`config.mk`:
```
export PLATFORM = sky130hd
export DESIGN_NAME = qbp_ports
export DESIGN_NICKNAME = d
export VERILOG_FILES = /design/src/design/qbp_pkg.sv /design/src/design/qbp_latch.sv /design/src/design/qbp_ports.sv
export SDC_FILE = /design/constraint.sdc
export NUM_CORES = 1
export LEC_CHECK = 0
export BUFFER_PORTS_ARGS = -buffer_cell sky130_fd_sc_hd__buf_2
export CORE_ASPECT_RATIO = 1.1
export CORE_MARGIN = 2
export CORE_UTILIZATION = 45
export CTS_CLUSTER_SIZE = 25
export DETAILED_ROUTE_END_ITERATION = 10
export PLACE_DENSITY = 0.75
export SLEW_MARGIN = 20
export SYNTH_ARGS = -nofsm -noshare
export SYNTH_HDL_FRONTEND = slang
export SYNTH_SLANG_ARGS = --single-unit
```
`constraint.sdc`:
```
create_clock -name clock_i -period 1.9 [get_ports clock_i]
set_input_delay 0 -clock clock_i [delete_from_list [all_inputs] [get_ports clock_i]]
set_output_delay 0 -clock clock_i [all_outputs]
set_load 0.01 [all_outputs]
```
`src/design/qbp_pkg.sv`:
```
/*
 * Shared constants, pad bundle type and pad helper for the two
 * quasi-bidirectional port latches.
 * Assumes a single core clock and a core that drives the port register
 * strobes synchronously to it.
 */
`default_nettype none
package qbp_pkg;

  localparam int unsigned PORT_W = 8;
  localparam int unsigned ADDR_W = 8;
  localparam int unsigned BSEL_W = 3;
  localparam int unsigned XADDR_W = 24;

  // Register addresses in the core's port register space.
  localparam logic [ADDR_W-1:0] UPPER_PORT_ADDR = 8'ha0;
  localparam logic [ADDR_W-1:0] STROBE_PORT_ADDR = 8'hb0;

  localparam logic [PORT_W-1:0] LATCH_RESET = 8'hff;
  localparam logic [PORT_W-1:0] ALL_ONES = 8'hff;
  localparam logic [PORT_W-1:0] ALL_ZEROS = 8'h00;

  // Upper port pin positions.
  localparam int unsigned SCLK_BIT = 0;
  localparam int unsigned MOSI_BIT = 1;
  localparam int unsigned MISO_BIT = 2;
  localparam int unsigned SS_T2_BIT = 3;
  localparam int unsigned TIMER_TWO_EXT_CONTROL_BIT = 4;
  localparam int unsigned PULSE_A_BIT = 5;
  localparam int unsigned PULSE_B_BIT = 6;
  localparam int unsigned PULSE_CLK_BIT = 7;

  // Strobe port pin positions.
  localparam int unsigned RXD_BIT = 0;
  localparam int unsigned TXD_BIT = 1;
  localparam int unsigned IRQ0_BIT = 2;
  localparam int unsigned IRQ1_BIT = 3;
  localparam int unsigned CNT0_BIT = 4;
  localparam int unsigned CNT1_BIT = 5;
  localparam int unsigned WR_STB_BIT = 6;
  localparam int unsigned RD_STB_BIT = 7;

  // External address byte positions inside the 24-bit address.
  localparam int unsigned MID_BYTE_LSB = 8;
  localparam int unsigned HIGH_BYTE_LSB = 16;

  typedef struct packed {
    logic [PORT_W-1:0] out;
    logic [PORT_W-1:0] oe;
    logic [PORT_W-1:0] pull;
  } qbp_pad_t;

  // A one is left to the weak pull-up, a zero is driven low.
  function automatic qbp_pad_t qbp_quasi(input logic [PORT_W-1:0] v);
    qbp_pad_t p;
    p.out = ALL_ZEROS;
    p.oe = ~v;
    p.pull = v;
    return p;
  endfunction

endpackage
`default_nettype wire

```
`src/design/qbp_latch.sv`:
```
/*
 * One 8-bit port output latch with byte writes and single-bit
 * read-modify-write updates.
 * Assumes the core never asserts a byte write and a bit write together;
 * if it does, the byte write wins.
 */
`default_nettype none
module qbp_latch (
  input wire logic clock_i,
  input wire logic rst_b_i,
  input wire logic ce_i,
  input wire logic wr_i,
  input wire logic [qbp_pkg::PORT_W-1:0] wdata_i,
  input wire logic bit_wr_i,
  input wire logic [qbp_pkg::BSEL_W-1:0] bit_sel_i,
  input wire logic bit_val_i,
  output logic [qbp_pkg::PORT_W-1:0] q_o
);
  import qbp_pkg::*;

  logic [PORT_W-1:0] latch_next;

  always_comb begin
    latch_next = q_o;
    if (wr_i) begin
      latch_next = wdata_i;
    end else if (bit_wr_i) begin
      latch_next[bit_sel_i] = bit_val_i;
    end
  end

  always_ff @(posedge clock_i or negedge rst_b_i) begin
    if (!rst_b_i) begin
      q_o <= LATCH_RESET;
    end else if (ce_i) begin
      q_o <= latch_next;
    end
  end

endmodule
`default_nettype wire

```
`src/design/qbp_ports.sv`:
```
/*
 * Upper and strobe quasi-bidirectional ports: latches, pad drive,
 * alternate-function multiplexing and latch-or-pin readback.
 * Assumes pins arrive synchronous to clock_i and that the pad cell
 * resolves out/oe/pull into the wire level.
 */
`default_nettype none
//////////////////////////////////////////////////////////////////////////
// Functional notes
// - Upper port latch one leaves pin weakly pulled high as input.
// - Upper port latch zero drives its pin low.
// - External data access puts middle or high address byte on upper port.
// - Selected pulse outputs drive upper bits 5 and 6 over the latch.
// - Upper bit 7 feeds the pulse modulator's alternate clock.
// - Upper bits 0-4: SPI clock, MOSI, MISO, select/timer-two clock, ext control.
// - Strobe port latch one pulls high, latch zero drives low.
// - Strobe port alternate functions act only when the latch holds one.
// - Strobe bits: RX, TX, irq0, irq1, count0, count1, write, read strobes.
// - Read-modify-write reads return the output latch.
// - Other port reads return sampled pin levels.
// - Logic ops, jump-clear, complement, inc, dec, dec-jump read the latch.
// - Bit move, clear, set rewrite whole byte with one bit changed.
module qbp_ports (
  input wire logic clock_i,
  input wire logic rst_b_i,
  input wire logic ce_i,
  input wire logic [qbp_pkg::ADDR_W-1:0] sfr_addr_i,
  input wire logic sfr_wr_i,
  input wire logic [qbp_pkg::PORT_W-1:0] sfr_wdata_i,
  input wire logic sfr_bit_wr_i,
  input wire logic [qbp_pkg::BSEL_W-1:0] sfr_bit_sel_i,
  input wire logic sfr_bit_val_i,
  input wire logic sfr_rd_i,
  input wire logic sfr_rd_latch_i,
  output logic [qbp_pkg::PORT_W-1:0] sfr_rdata_o,
  input wire logic ext_mem_i,
  input wire logic ext_high_sel_i,
  input wire logic [qbp_pkg::XADDR_W-1:0] ext_addr_i,
  input wire logic pulse_a_en_i,
  input wire logic pulse_b_en_i,
  input wire logic pulse_out_a_i,
  input wire logic pulse_out_b_i,
  input wire logic spi_en_i,
  input wire logic spi_sclk_i,
  input wire logic spi_mosi_i,
  input wire logic uart_rxd_out_i,
  input wire logic uart_txd_i,
  input wire logic wr_strobe_b_i,
  input wire logic rd_strobe_b_i,
  input wire logic [qbp_pkg::PORT_W-1:0] upper_pad_in_i,
  input wire logic [qbp_pkg::PORT_W-1:0] strobe_pad_in_i,
  output qbp_pkg::qbp_pad_t upper_pad_o,
  output qbp_pkg::qbp_pad_t strobe_pad_o,
  output logic spi_miso_o,
  output logic spi_ss_b_o,
  output logic timer_two_clk_o,
  output logic timer_two_ext_control_o,
  output logic pulse_alt_clock_o,
  output logic uart_rxd_o,
  output logic ext_irq_zero_o,
  output logic ext_irq_one_o,
  output logic count_in_zero_o,
  output logic count_in_one_o
);
  import qbp_pkg::*;

  logic [PORT_W-1:0] upper_q;
  logic [PORT_W-1:0] strobe_q;
  logic [PORT_W-1:0] upper_pins_reg;
  logic [PORT_W-1:0] strobe_pins_reg;
  logic [PORT_W-1:0] upper_val;
  logic [PORT_W-1:0] strobe_alt;
  logic [PORT_W-1:0] addr_byte;
  logic [PORT_W-1:0] rdata_next;
  qbp_pad_t upper_pad_next;
  qbp_pad_t strobe_pad_next;
  logic hit_upper;
  logic hit_strobe;

  assign hit_upper = (sfr_addr_i == UPPER_PORT_ADDR);
  assign hit_strobe = (sfr_addr_i == STROBE_PORT_ADDR);

  //////////////////////////////////////////////////////////////////////////
  // Latches.

  qbp_latch u_upper_latch (
    .clock_i(clock_i),
    .rst_b_i(rst_b_i),
    .ce_i(ce_i),
    .wr_i(sfr_wr_i && hit_upper),
    .wdata_i(sfr_wdata_i),
    .bit_wr_i(sfr_bit_wr_i && hit_upper),
    .bit_sel_i(sfr_bit_sel_i),
    .bit_val_i(sfr_bit_val_i),
    .q_o(upper_q)
  );

  qbp_latch u_strobe_latch (
    .clock_i(clock_i),
    .rst_b_i(rst_b_i),
    .ce_i(ce_i),
    .wr_i(sfr_wr_i && hit_strobe),
    .wdata_i(sfr_wdata_i),
    .bit_wr_i(sfr_bit_wr_i && hit_strobe),
    .bit_sel_i(sfr_bit_sel_i),
    .bit_val_i(sfr_bit_val_i),
    .q_o(strobe_q)
  );

  //////////////////////////////////////////////////////////////////////////
  // Upper port drive.

  always_comb begin
    upper_val = upper_q;
    if (spi_en_i) begin
      upper_val[SCLK_BIT] = upper_q[SCLK_BIT] & spi_sclk_i;
      upper_val[MOSI_BIT] = upper_q[MOSI_BIT] & spi_mosi_i;
    end
    if (pulse_a_en_i) begin
      upper_val[PULSE_A_BIT] = pulse_out_a_i;
    end
    if (pulse_b_en_i) begin
      upper_val[PULSE_B_BIT] = pulse_out_b_i;
    end
  end

  // Address bytes are driven push-pull so no external pull-ups are needed.
  assign addr_byte = ext_high_sel_i ? ext_addr_i[HIGH_BYTE_LSB +: PORT_W]
                                    : ext_addr_i[MID_BYTE_LSB +: PORT_W];

  always_comb begin
    upper_pad_next = qbp_quasi(upper_val);
    if (ext_mem_i) begin
      upper_pad_next.out = addr_byte;
      upper_pad_next.oe = ALL_ONES;
      upper_pad_next.pull = ALL_ZEROS;
    end
  end

  //////////////////////////////////////////////////////////////////////////
  // Strobe port drive. Input-only functions idle high so the pin floats up.

  always_comb begin
    strobe_alt = ALL_ONES;
    strobe_alt[RXD_BIT] = uart_rxd_out_i;
    strobe_alt[TXD_BIT] = uart_txd_i;
    strobe_alt[WR_STB_BIT] = wr_strobe_b_i;
    strobe_alt[RD_STB_BIT] = rd_strobe_b_i;
    strobe_pad_next = qbp_quasi(strobe_q & strobe_alt);
  end

  always_ff @(posedge clock_i or negedge rst_b_i) begin
    if (!rst_b_i) begin
      upper_pad_o <= qbp_quasi(LATCH_RESET);
      strobe_pad_o <= qbp_quasi(LATCH_RESET);
    end else if (ce_i) begin
      upper_pad_o <= upper_pad_next;
      strobe_pad_o <= strobe_pad_next;
    end
  end

  //////////////////////////////////////////////////////////////////////////
  // Pin sampling and alternate inputs.

  always_ff @(posedge clock_i or negedge rst_b_i) begin
    if (!rst_b_i) begin
      upper_pins_reg <= LATCH_RESET;
      strobe_pins_reg <= LATCH_RESET;
    end else if (ce_i) begin
      upper_pins_reg <= upper_pad_in_i;
      strobe_pins_reg <= strobe_pad_in_i;
    end
  end

  assign spi_miso_o = upper_pins_reg[MISO_BIT];
  assign spi_ss_b_o = upper_pins_reg[SS_T2_BIT];
  assign timer_two_clk_o = upper_pins_reg[SS_T2_BIT];
  assign timer_two_ext_control_o = upper_pins_reg[TIMER_TWO_EXT_CONTROL_BIT];
  assign pulse_alt_clock_o = upper_pins_reg[PULSE_CLK_BIT];
  assign uart_rxd_o = strobe_pins_reg[RXD_BIT];
  assign ext_irq_zero_o = strobe_pins_reg[IRQ0_BIT];
  assign ext_irq_one_o = strobe_pins_reg[IRQ1_BIT];
  assign count_in_zero_o = strobe_pins_reg[CNT0_BIT];
  assign count_in_one_o = strobe_pins_reg[CNT1_BIT];

  //////////////////////////////////////////////////////////////////////////
  // Readback. Reading the latch avoids misreading a pin loaded low by,
  // say, a transistor base while its latch holds one.

  always_comb begin
    rdata_next = ALL_ZEROS;
    if (hit_upper) begin
      rdata_next = sfr_rd_latch_i ? upper_q : upper_pins_reg;
    end else if (hit_strobe) begin
      rdata_next = sfr_rd_latch_i ? strobe_q : strobe_pins_reg;
    end
  end

  always_ff @(posedge clock_i or negedge rst_b_i) begin
    if (!rst_b_i) begin
      sfr_rdata_o <= ALL_ZEROS;
    end else if (ce_i && sfr_rd_i) begin
      sfr_rdata_o <= rdata_next;
    end
  end
endmodule
`default_nettype wire

```
==> results of run 1 <==
==> cell type report <==
class / count / share of cell area
Multi-Input combinational cell: 198 / 0.291
Tap cell: 111 / 0.0264
Inverter: 33 / 0.0236
Timing Repair Buffer: 181 / 0.220
Clock inverter: 5 / 0.0198
Sequential cell: 80 / 0.392
Clock buffer: 11 / 0.0269
==> metal layers <==
| metal | up-vias | routed length (µm) |
|---|---|---|
| met5 | - | 0 |
| met4 | 0 | 141 |
| met3 | 12 | 391 |
| met2 | 84 | 4730 |
| met1 | 1511 | 4120 |
| li1 | 1496 | - |
==> stage by stage <==
stage / total power, mW / cell area (µm²)
floorplan: 2.08 / 3860
global placement: 2.25 / 4540
detailed placement: 2.27 / 4540
CTS: 3.87 / 5260
global route: 3.99 / 5260
finish: 3.84 / 5260
==> cells in the final DEF (no fill, tap or decap), drive strengths merged, types with 3 or more instances in the layout <==
cell type,n
buf,134
bufinv,3
clkbuf,11
conb,8
dfrtp,32
dfstp,48
dlygate4sd3,47
inv,33
mux2,26
mux2i,26
mux4,8
nand2,18
nand2b,4
nand3,6
nand4,3
nor2,10
nor3,3
nor3b,3
o21a,13
o21ai,36
o22ai,8
o2bb2ai,5
o31ai,9
==> where the power goes <==
group	switching, mW	total (mW)	internal (mW)	leakage, nW
combinational	0.231	0.491	0.260	1.40
sequential	0.0365	1.83	1.79	0.856
clock	0.608	1.52	0.910	0.124
==> final timing paths <==
check	slack [ps]	cells after the start	endpoint	startpoint
hold reg to reg	470	2	strobe_pad_o[1]$_DFFE_PN1P_	strobe_pad_o[1]$_DFFE_PN1P_
max in group asynchronous	960	3	strobe_pad_o[7]$_DFFE_PN1P_	rst_b_i
setup / recovery	310	6	u_strobe_latch.q_o[3]$_DFFE_PN1P_	ce_i
hold / removal	20	4	upper_pad_o[1]$_DFFE_PN1P_	spi_mosi_i
min in group asynchronous	180	2	strobe_pad_o[8]$_DFFE_PN0P_	rst_b_i
setup reg to reg	780	3	sfr_rdata_o[6]$_DFFE_PN0P_	u_strobe_latch.q_o[6]$_DFFE_PN1P_
==> worst max-delay path: stages <==
cell and delay [ps]:
dlygate4sd3_1 520, buf_2 230, o21a_1 210, nand4_1 410
o21ai_0 360, o31ai_1 120
==> logic make-up after synthesis <==
logic type             Yosys count  share of synthesized area
DFF                             80                      0.538
AOI/OAI and AO/OA               74                      0.119
buffers and inverters           61                     0.0692
muxes                           60                      0.191
and+or+nand+nor                 56                     0.0813
other                            1                   0.000978
==> metrics.sh, run 1 <==
TIMING.HOLD.WS_PS=18.3
VIA_COUNT=3103
FINALMAXSLEWVIOLATIONS=0
POST_SYNTH_INST_COUNT=332
SLEW_HEADROOM=0.544
WORST_ENDPOINT_REQUIRED_TIME_PS=2160
RSZ0062_AT_GRT='false'
DIE_HEIGHT_UM=101
FINALHOLDVIOLATIONS=0
CRITPATHCAPTURETYPE='register'
AREAGROWTHSYNTHTOFINISH_PCT=37.2
REGMOSTFLOPS='upper_pad_o'
YOSYSTOPAREACELL='dfstp_2'
PEAK_SUPPLY_DROP_mV=0.304
VIAS_PER_CELL=5.01
CTS-RESIZED-GATES=0
GRT_PASS1_WL_MM=15.0
SYNTH_WARNINGS=0
WORSTSKEWPAIRLATENCY_PS=350
ROUTEDWLPERCELL_UM=15.2
FINALSETUPVIOLCOUNT=0
GLOBALROUTE.TOTALOVERFLOW=0
MAX_CAP_VIOLATIONS=0
GRT.TOTAL_USAGE=0.206
FLOORPLAN.INITIALDENSITY=0.461
WORST-SLEW-PIN-TRANSITION_PS=683
SYNTH-EDFF-COUNT=0
NON_FILLER_INSTANCE_COUNT_AFTER_LAYOUT=619
GRT_PASS1_VIAS=3116
SYNTH_FLOP_CELL='dfstp_2'
NUMCLOCKSINKS=80
TOP_REGS='upper_pad_o (24), strobe_pad_o (16)'
CTS_TREE='built'
SYNTH_SEQ_AREA_SHARE=0.538
CLOCK_TREE.BUFFER_DEPTH=2
TOP_COUNT_CELL_POST_SYNTH='dfstp_2'
POST-DP-HPWL_MM=6.88
CTS-BUFFERS-INSERTED=9
GPL.FINAL_WEIGHTED_CONGESTION=0.825
POST-ROUTE-MIN-PERIOD_PS=1590
SYNTHTOPCELLSBYCOUNT='dfstp_2, o21ai_0, inv_1'
PLACE.PORT_BUFFERS=129
SYNTH_CELL_AREA_UM2=3830
TIMING.FINAL.WS_SETUP_PS=313
POSTSYNTH.ASYNCRESETSHARE=1.00
USE_MET1=0.264
HTREE_NUM_LEVELS=3
GR-MAX-USAGE-LAYER='met2'
TOTAL_LEAKAGE_POWER_nW=2.38
GRT_UTIL_MET3=0.0359
FINALSETUPTNS_PS=0
FINAL.SETUP_SKEW_PS=13.6
FLOORPLAN.IO_PINS=146
NUMBER_OF_DISTINCT_LIBRARY_CELLS_AFTER_SYNTHESIS=34
POSTSYNTHREGISTERBITS=80
CRITPATHMAXFANOUT=11
MEAN_POST_SYNTH_CELL_AREA_UM2=11.5
UTILIZATION=0.632
CORE_AREA_UM2=8320
POST_CTS_HOLD_BUFFER_COUNT=47
GRT_MAX_DEGREE=46
ROUTED_WL_MM=9.38
PRECTSSETUPSLACK_PS=301
FINAL-SEQ-AREA_UM2=2060
DIE_WIDTH_UM=92.0
START_KIND='input pin'
ANTENNA_CELLS=0
ROUTE.DETAILED.DRC=0
ANTENNA_FOUND_INITIAL=0
ROUTE.ANTENNA.REMAINING_NETS=0
ROOT_CELL_OF_THE_CLOCK_TREE='clkbuf_8'
DRT_ITER0_DRCS=87
CP_DATA_ARRIVAL_TIME_PS=1850
PLACE.DETAILED.INSTANCES=556
DRIVE_ABOVE_1_SHARE=0.455
CLOCK_SLEW_SEEN_BY_THE_REGISTERS_OF_THE_WORST_SETUP_AND_HOLD_PATHS_PS=90
FILL_CELLS=693
TIMING.FMAX_MHz=630
ROWS=35
FIN_CRIT_SH=0.835
MULTI_INPUT_COMB_AREA_UM2=1530
RUN_STATUS='finished, final reports clean'
GRT_USE_MET2=0.355
CTS_SETUP_BUFFERS=0
DIE_AREA_UM2=9270
LARGEST_REG_FLOPS=24
FIN_NETS=583
DRT-PASS1-ITER-COUNT=4
HOLD_PATH.CLASS='input pin to register'
SYNTH_LARGEST_TYPE_AREA_FRACTION=0.329
PWR_DENSITY_CELL_nW_PER_UM2=730
SYNTH_AREA_LEADERS='dfstp_2, dfrtp_1, mux2_2'
WORST-SETUP-PATH-TYPE='input pin to register'
Power figures use the tool's default switching activity.
==> run 2: changes to the inputs <==
==> constraint.sdc (replaced) <==
create_clock -name clock_i -period 1.54 [get_ports clock_i]
set_input_delay 0 -clock clock_i [delete_from_list [all_inputs] [get_ports clock_i]]
set_output_delay 0 -clock clock_i [all_outputs]
set_load 0.01 [all_outputs]
==> metrics.sh, run 2 (synthesis results as in run 1) <==
DRIVE_ABOVE_1_SHARE=0.461
MIN_PATH_CELLS=4
ROWS=35
TIMING.FINAL.WS_SETUP_PS=309
MAX_CAP_VIOLATIONS=0
ANTENNA_FOUND_INITIAL=0
POST-DP-HPWL_MM=6.91
CORE_AREA_UM2=8320
ROUTE.ANTENNA.REMAINING_NETS=0
HOLD_PATH.CLASS='input pin to register'
FLOORPLAN.INITIALDENSITY=0.461
TIMING.CRITICAL_PATH.SLOWEST_STAGE_CELL='dlygate4sd3_1'
GPL.FINAL_WEIGHTED_CONGESTION=0.786
ANTENNA_CELLS=0
CLOCK_SLEW_SEEN_BY_THE_REGISTERS_OF_THE_WORST_SETUP_AND_HOLD_PATHS_PS=80
ROUTEDWLPERCELL_UM=15.9
GRT.TOTAL_USAGE=0.219
PEAK_SUPPLY_DROP_mV=0.481
VIA_COUNT=3142
AREAGROWTHSYNTHTOFINISH_PCT=38.7
WORST_CASE_REG_TO_REG_PATH_DEPTH=3
FLOORPLAN.IO_PINS=146
DRT_ITER0_DRCS=122
FINALHOLDVIOLATIONS=0
CRITPATHCAPTURETYPE='register'
TOP_CELL_BY_COUNT_WORST_PATH='dlygate4sd3_1'
DIE_AREA_UM2=9270
TIMING.FMAX_MHz=812
REGTOREGSETUPSLACK_PS=420
TIMING.HOLD.WS_PS=13.7
RSZ0062_AT_GRT='false'
PLACE.PORT_BUFFERS=129
FINAL.SETUP_SKEW_PS=9.02
CTS-RESIZED-GATES=0
ROUTED_WL_MM=9.96
FINALSETUPTNS_PS=0
ROOT_CELL_OF_THE_CLOCK_TREE='clkbuf_8'
NUMCLOCKSINKS=80
HOLD_PATH.STARTPOINT='spi_mosi_i'
START_KIND='input pin'
CTS_TREE='built'
MAX_STAGE_DELAY_PS=590
ROUTE.DETAILED.DRC=0
FIN_NETS=589
FINAL_COMMON_CELL='buf_2'
CLOCK_TREE.BUFFER_DEPTH=2
WORST-SETUP-PATH-TYPE='input pin to register'
VIAS_PER_CELL=5.03
RUN_STATUS='finished, final reports clean'
GLOBALROUTE.TOTALOVERFLOW=0
DRT-PASS1-ITER-COUNT=4
GRT_MAX_DEGREE=34
LARGEST_REG_FLOPS=24
TOP_REGS='upper_pad_o (24), strobe_pad_o (16)'
DIE_HEIGHT_UM=101
FINALSETUPVIOLCOUNT=0
CTS_SETUP_BUFFERS=0
REGMOSTFLOPS='upper_pad_o'
FINALPOWER_mW=4.75
UTILIZATION=0.639
PWR_DENSITY_CELL_nW_PER_UM2=894
CELLS_TRAVERSED_ALONG_THE_WORST_TIMING_PATH='dlygate4sd3_1 -> buf_2 -> mux2i_1 -> dlygate4sd3_1 -> o22ai_1'
MOSTFREQUENTLAYOUTCELLS='buf_2, dfstp_2, dlygate4sd3_1'
TOTAL_LEAKAGE_POWER_nW=2.41
FIN_CRIT_SH=0.799
HTREE_NUM_LEVELS=3
PRECTSSETUPSLACK_PS=45.9
WORSTSKEWPAIRLATENCY_PS=350
GRT_PASS1_VIAS=3214
FINALMAXSLEWVIOLATIONS=0
CP_DATA_ARRIVAL_TIME_PS=1450
CRITPATHMAXFANOUT=1
R2R-END='sfr_rdata_o[5]$_DFFE_PN0P_'
POST-ROUTE-MIN-PERIOD_PS=1230
WORST_R2R_STARTPOINT='u_strobe_latch.q_o[5]$_DFFE_PN1P_'
WORST_ENDPOINT_REQUIRED_TIME_PS=1760
GRT_PASS1_WL_MM=15.6
DIE_WIDTH_UM=92.0
CTS-BUFFERS-INSERTED=9
HOLDPATHEND='upper_pad_o[1]$_DFFE_PN1P_'
[run 2: timing repair]
item / 4_1_cts / 5_1_grt
endpoints found under the setup margin: 0 / 0
hold buffers: 47 / 0
hold endpoints to repair: 97 / 0
[run 2: worst max-delay path by stage]
stage,to,startpoint,slack (ps),cells past startpoint
final,upper_pad_o[21]$_DFFE_PN0P_,ext_addr_i[21],310,5
after floorplan,u_upper_latch.q_o[4]$_DFFE_PN1P_,sfr_addr_i[1],220,5
after global placement,u_strobe_latch.q_o[3]$_DFFE_PN1P_,sfr_addr_i[1],100,6
after global routing,upper_pad_o[19]$_DFFE_PN0P_,ext_addr_i[11],250,5
after detailed placement,u_strobe_latch.q_o[7]$_DFFE_PN1P_,sfr_addr_i[1],50,6
after CTS,upper_pad_o[19]$_DFFE_PN0P_,ext_addr_i[11],380,5
[run 2: report_power, final]
group	switching [mW]	total (mW)	internal, mW
Combinational	0.293	0.623	0.330
Sequential	0.0459	2.26	2.21
Clock	0.750	1.87	1.12
Total	1.09	4.75	3.67
[run 2: area by class of cell]
class,count,area (µm²)
clock buffer,11,141
clock inverter,5,104
fill,670,3010
inverter,33,124
multi-input combinational,198,1530
sequential,80,2060
tap,111,139
timing repair buffer,187,1210
[run 2: layer usage]
| layer | share of wire | wire, µm | vias up | GRT usage |
|---|---|---|---|---|
| met5 | 0 | 0 | - | 0 |
| met2 | 0.51 | 5080 | 102 | 0.378 |
| met3 | 0.051 | 508 | 19 | 0.0486 |
| met1 | 0.42 | 4180 | 1519 | 0.268 |
| li1 | - | - | 1502 | - |
| met4 | 0.019 | 194 | 0 | 0.0861 |
[run 2: metrics by stage]
| step | instances | cell area [µm²] |
|---|---|---|
| finish | 625 | 5320 |
| global route | 625 | 5320 |
| CTS | 625 | 5320 |
| detailed placement | 562 | 4600 |
| global placement | 562 | 4600 |
| floorplan | 339 | 3860 |
[run 2: worst max-delay path: cells and delay by family]
kind,cells,cell delay (ps)
buf+inv,3,1250
compound gates,1,70
mux,1,120
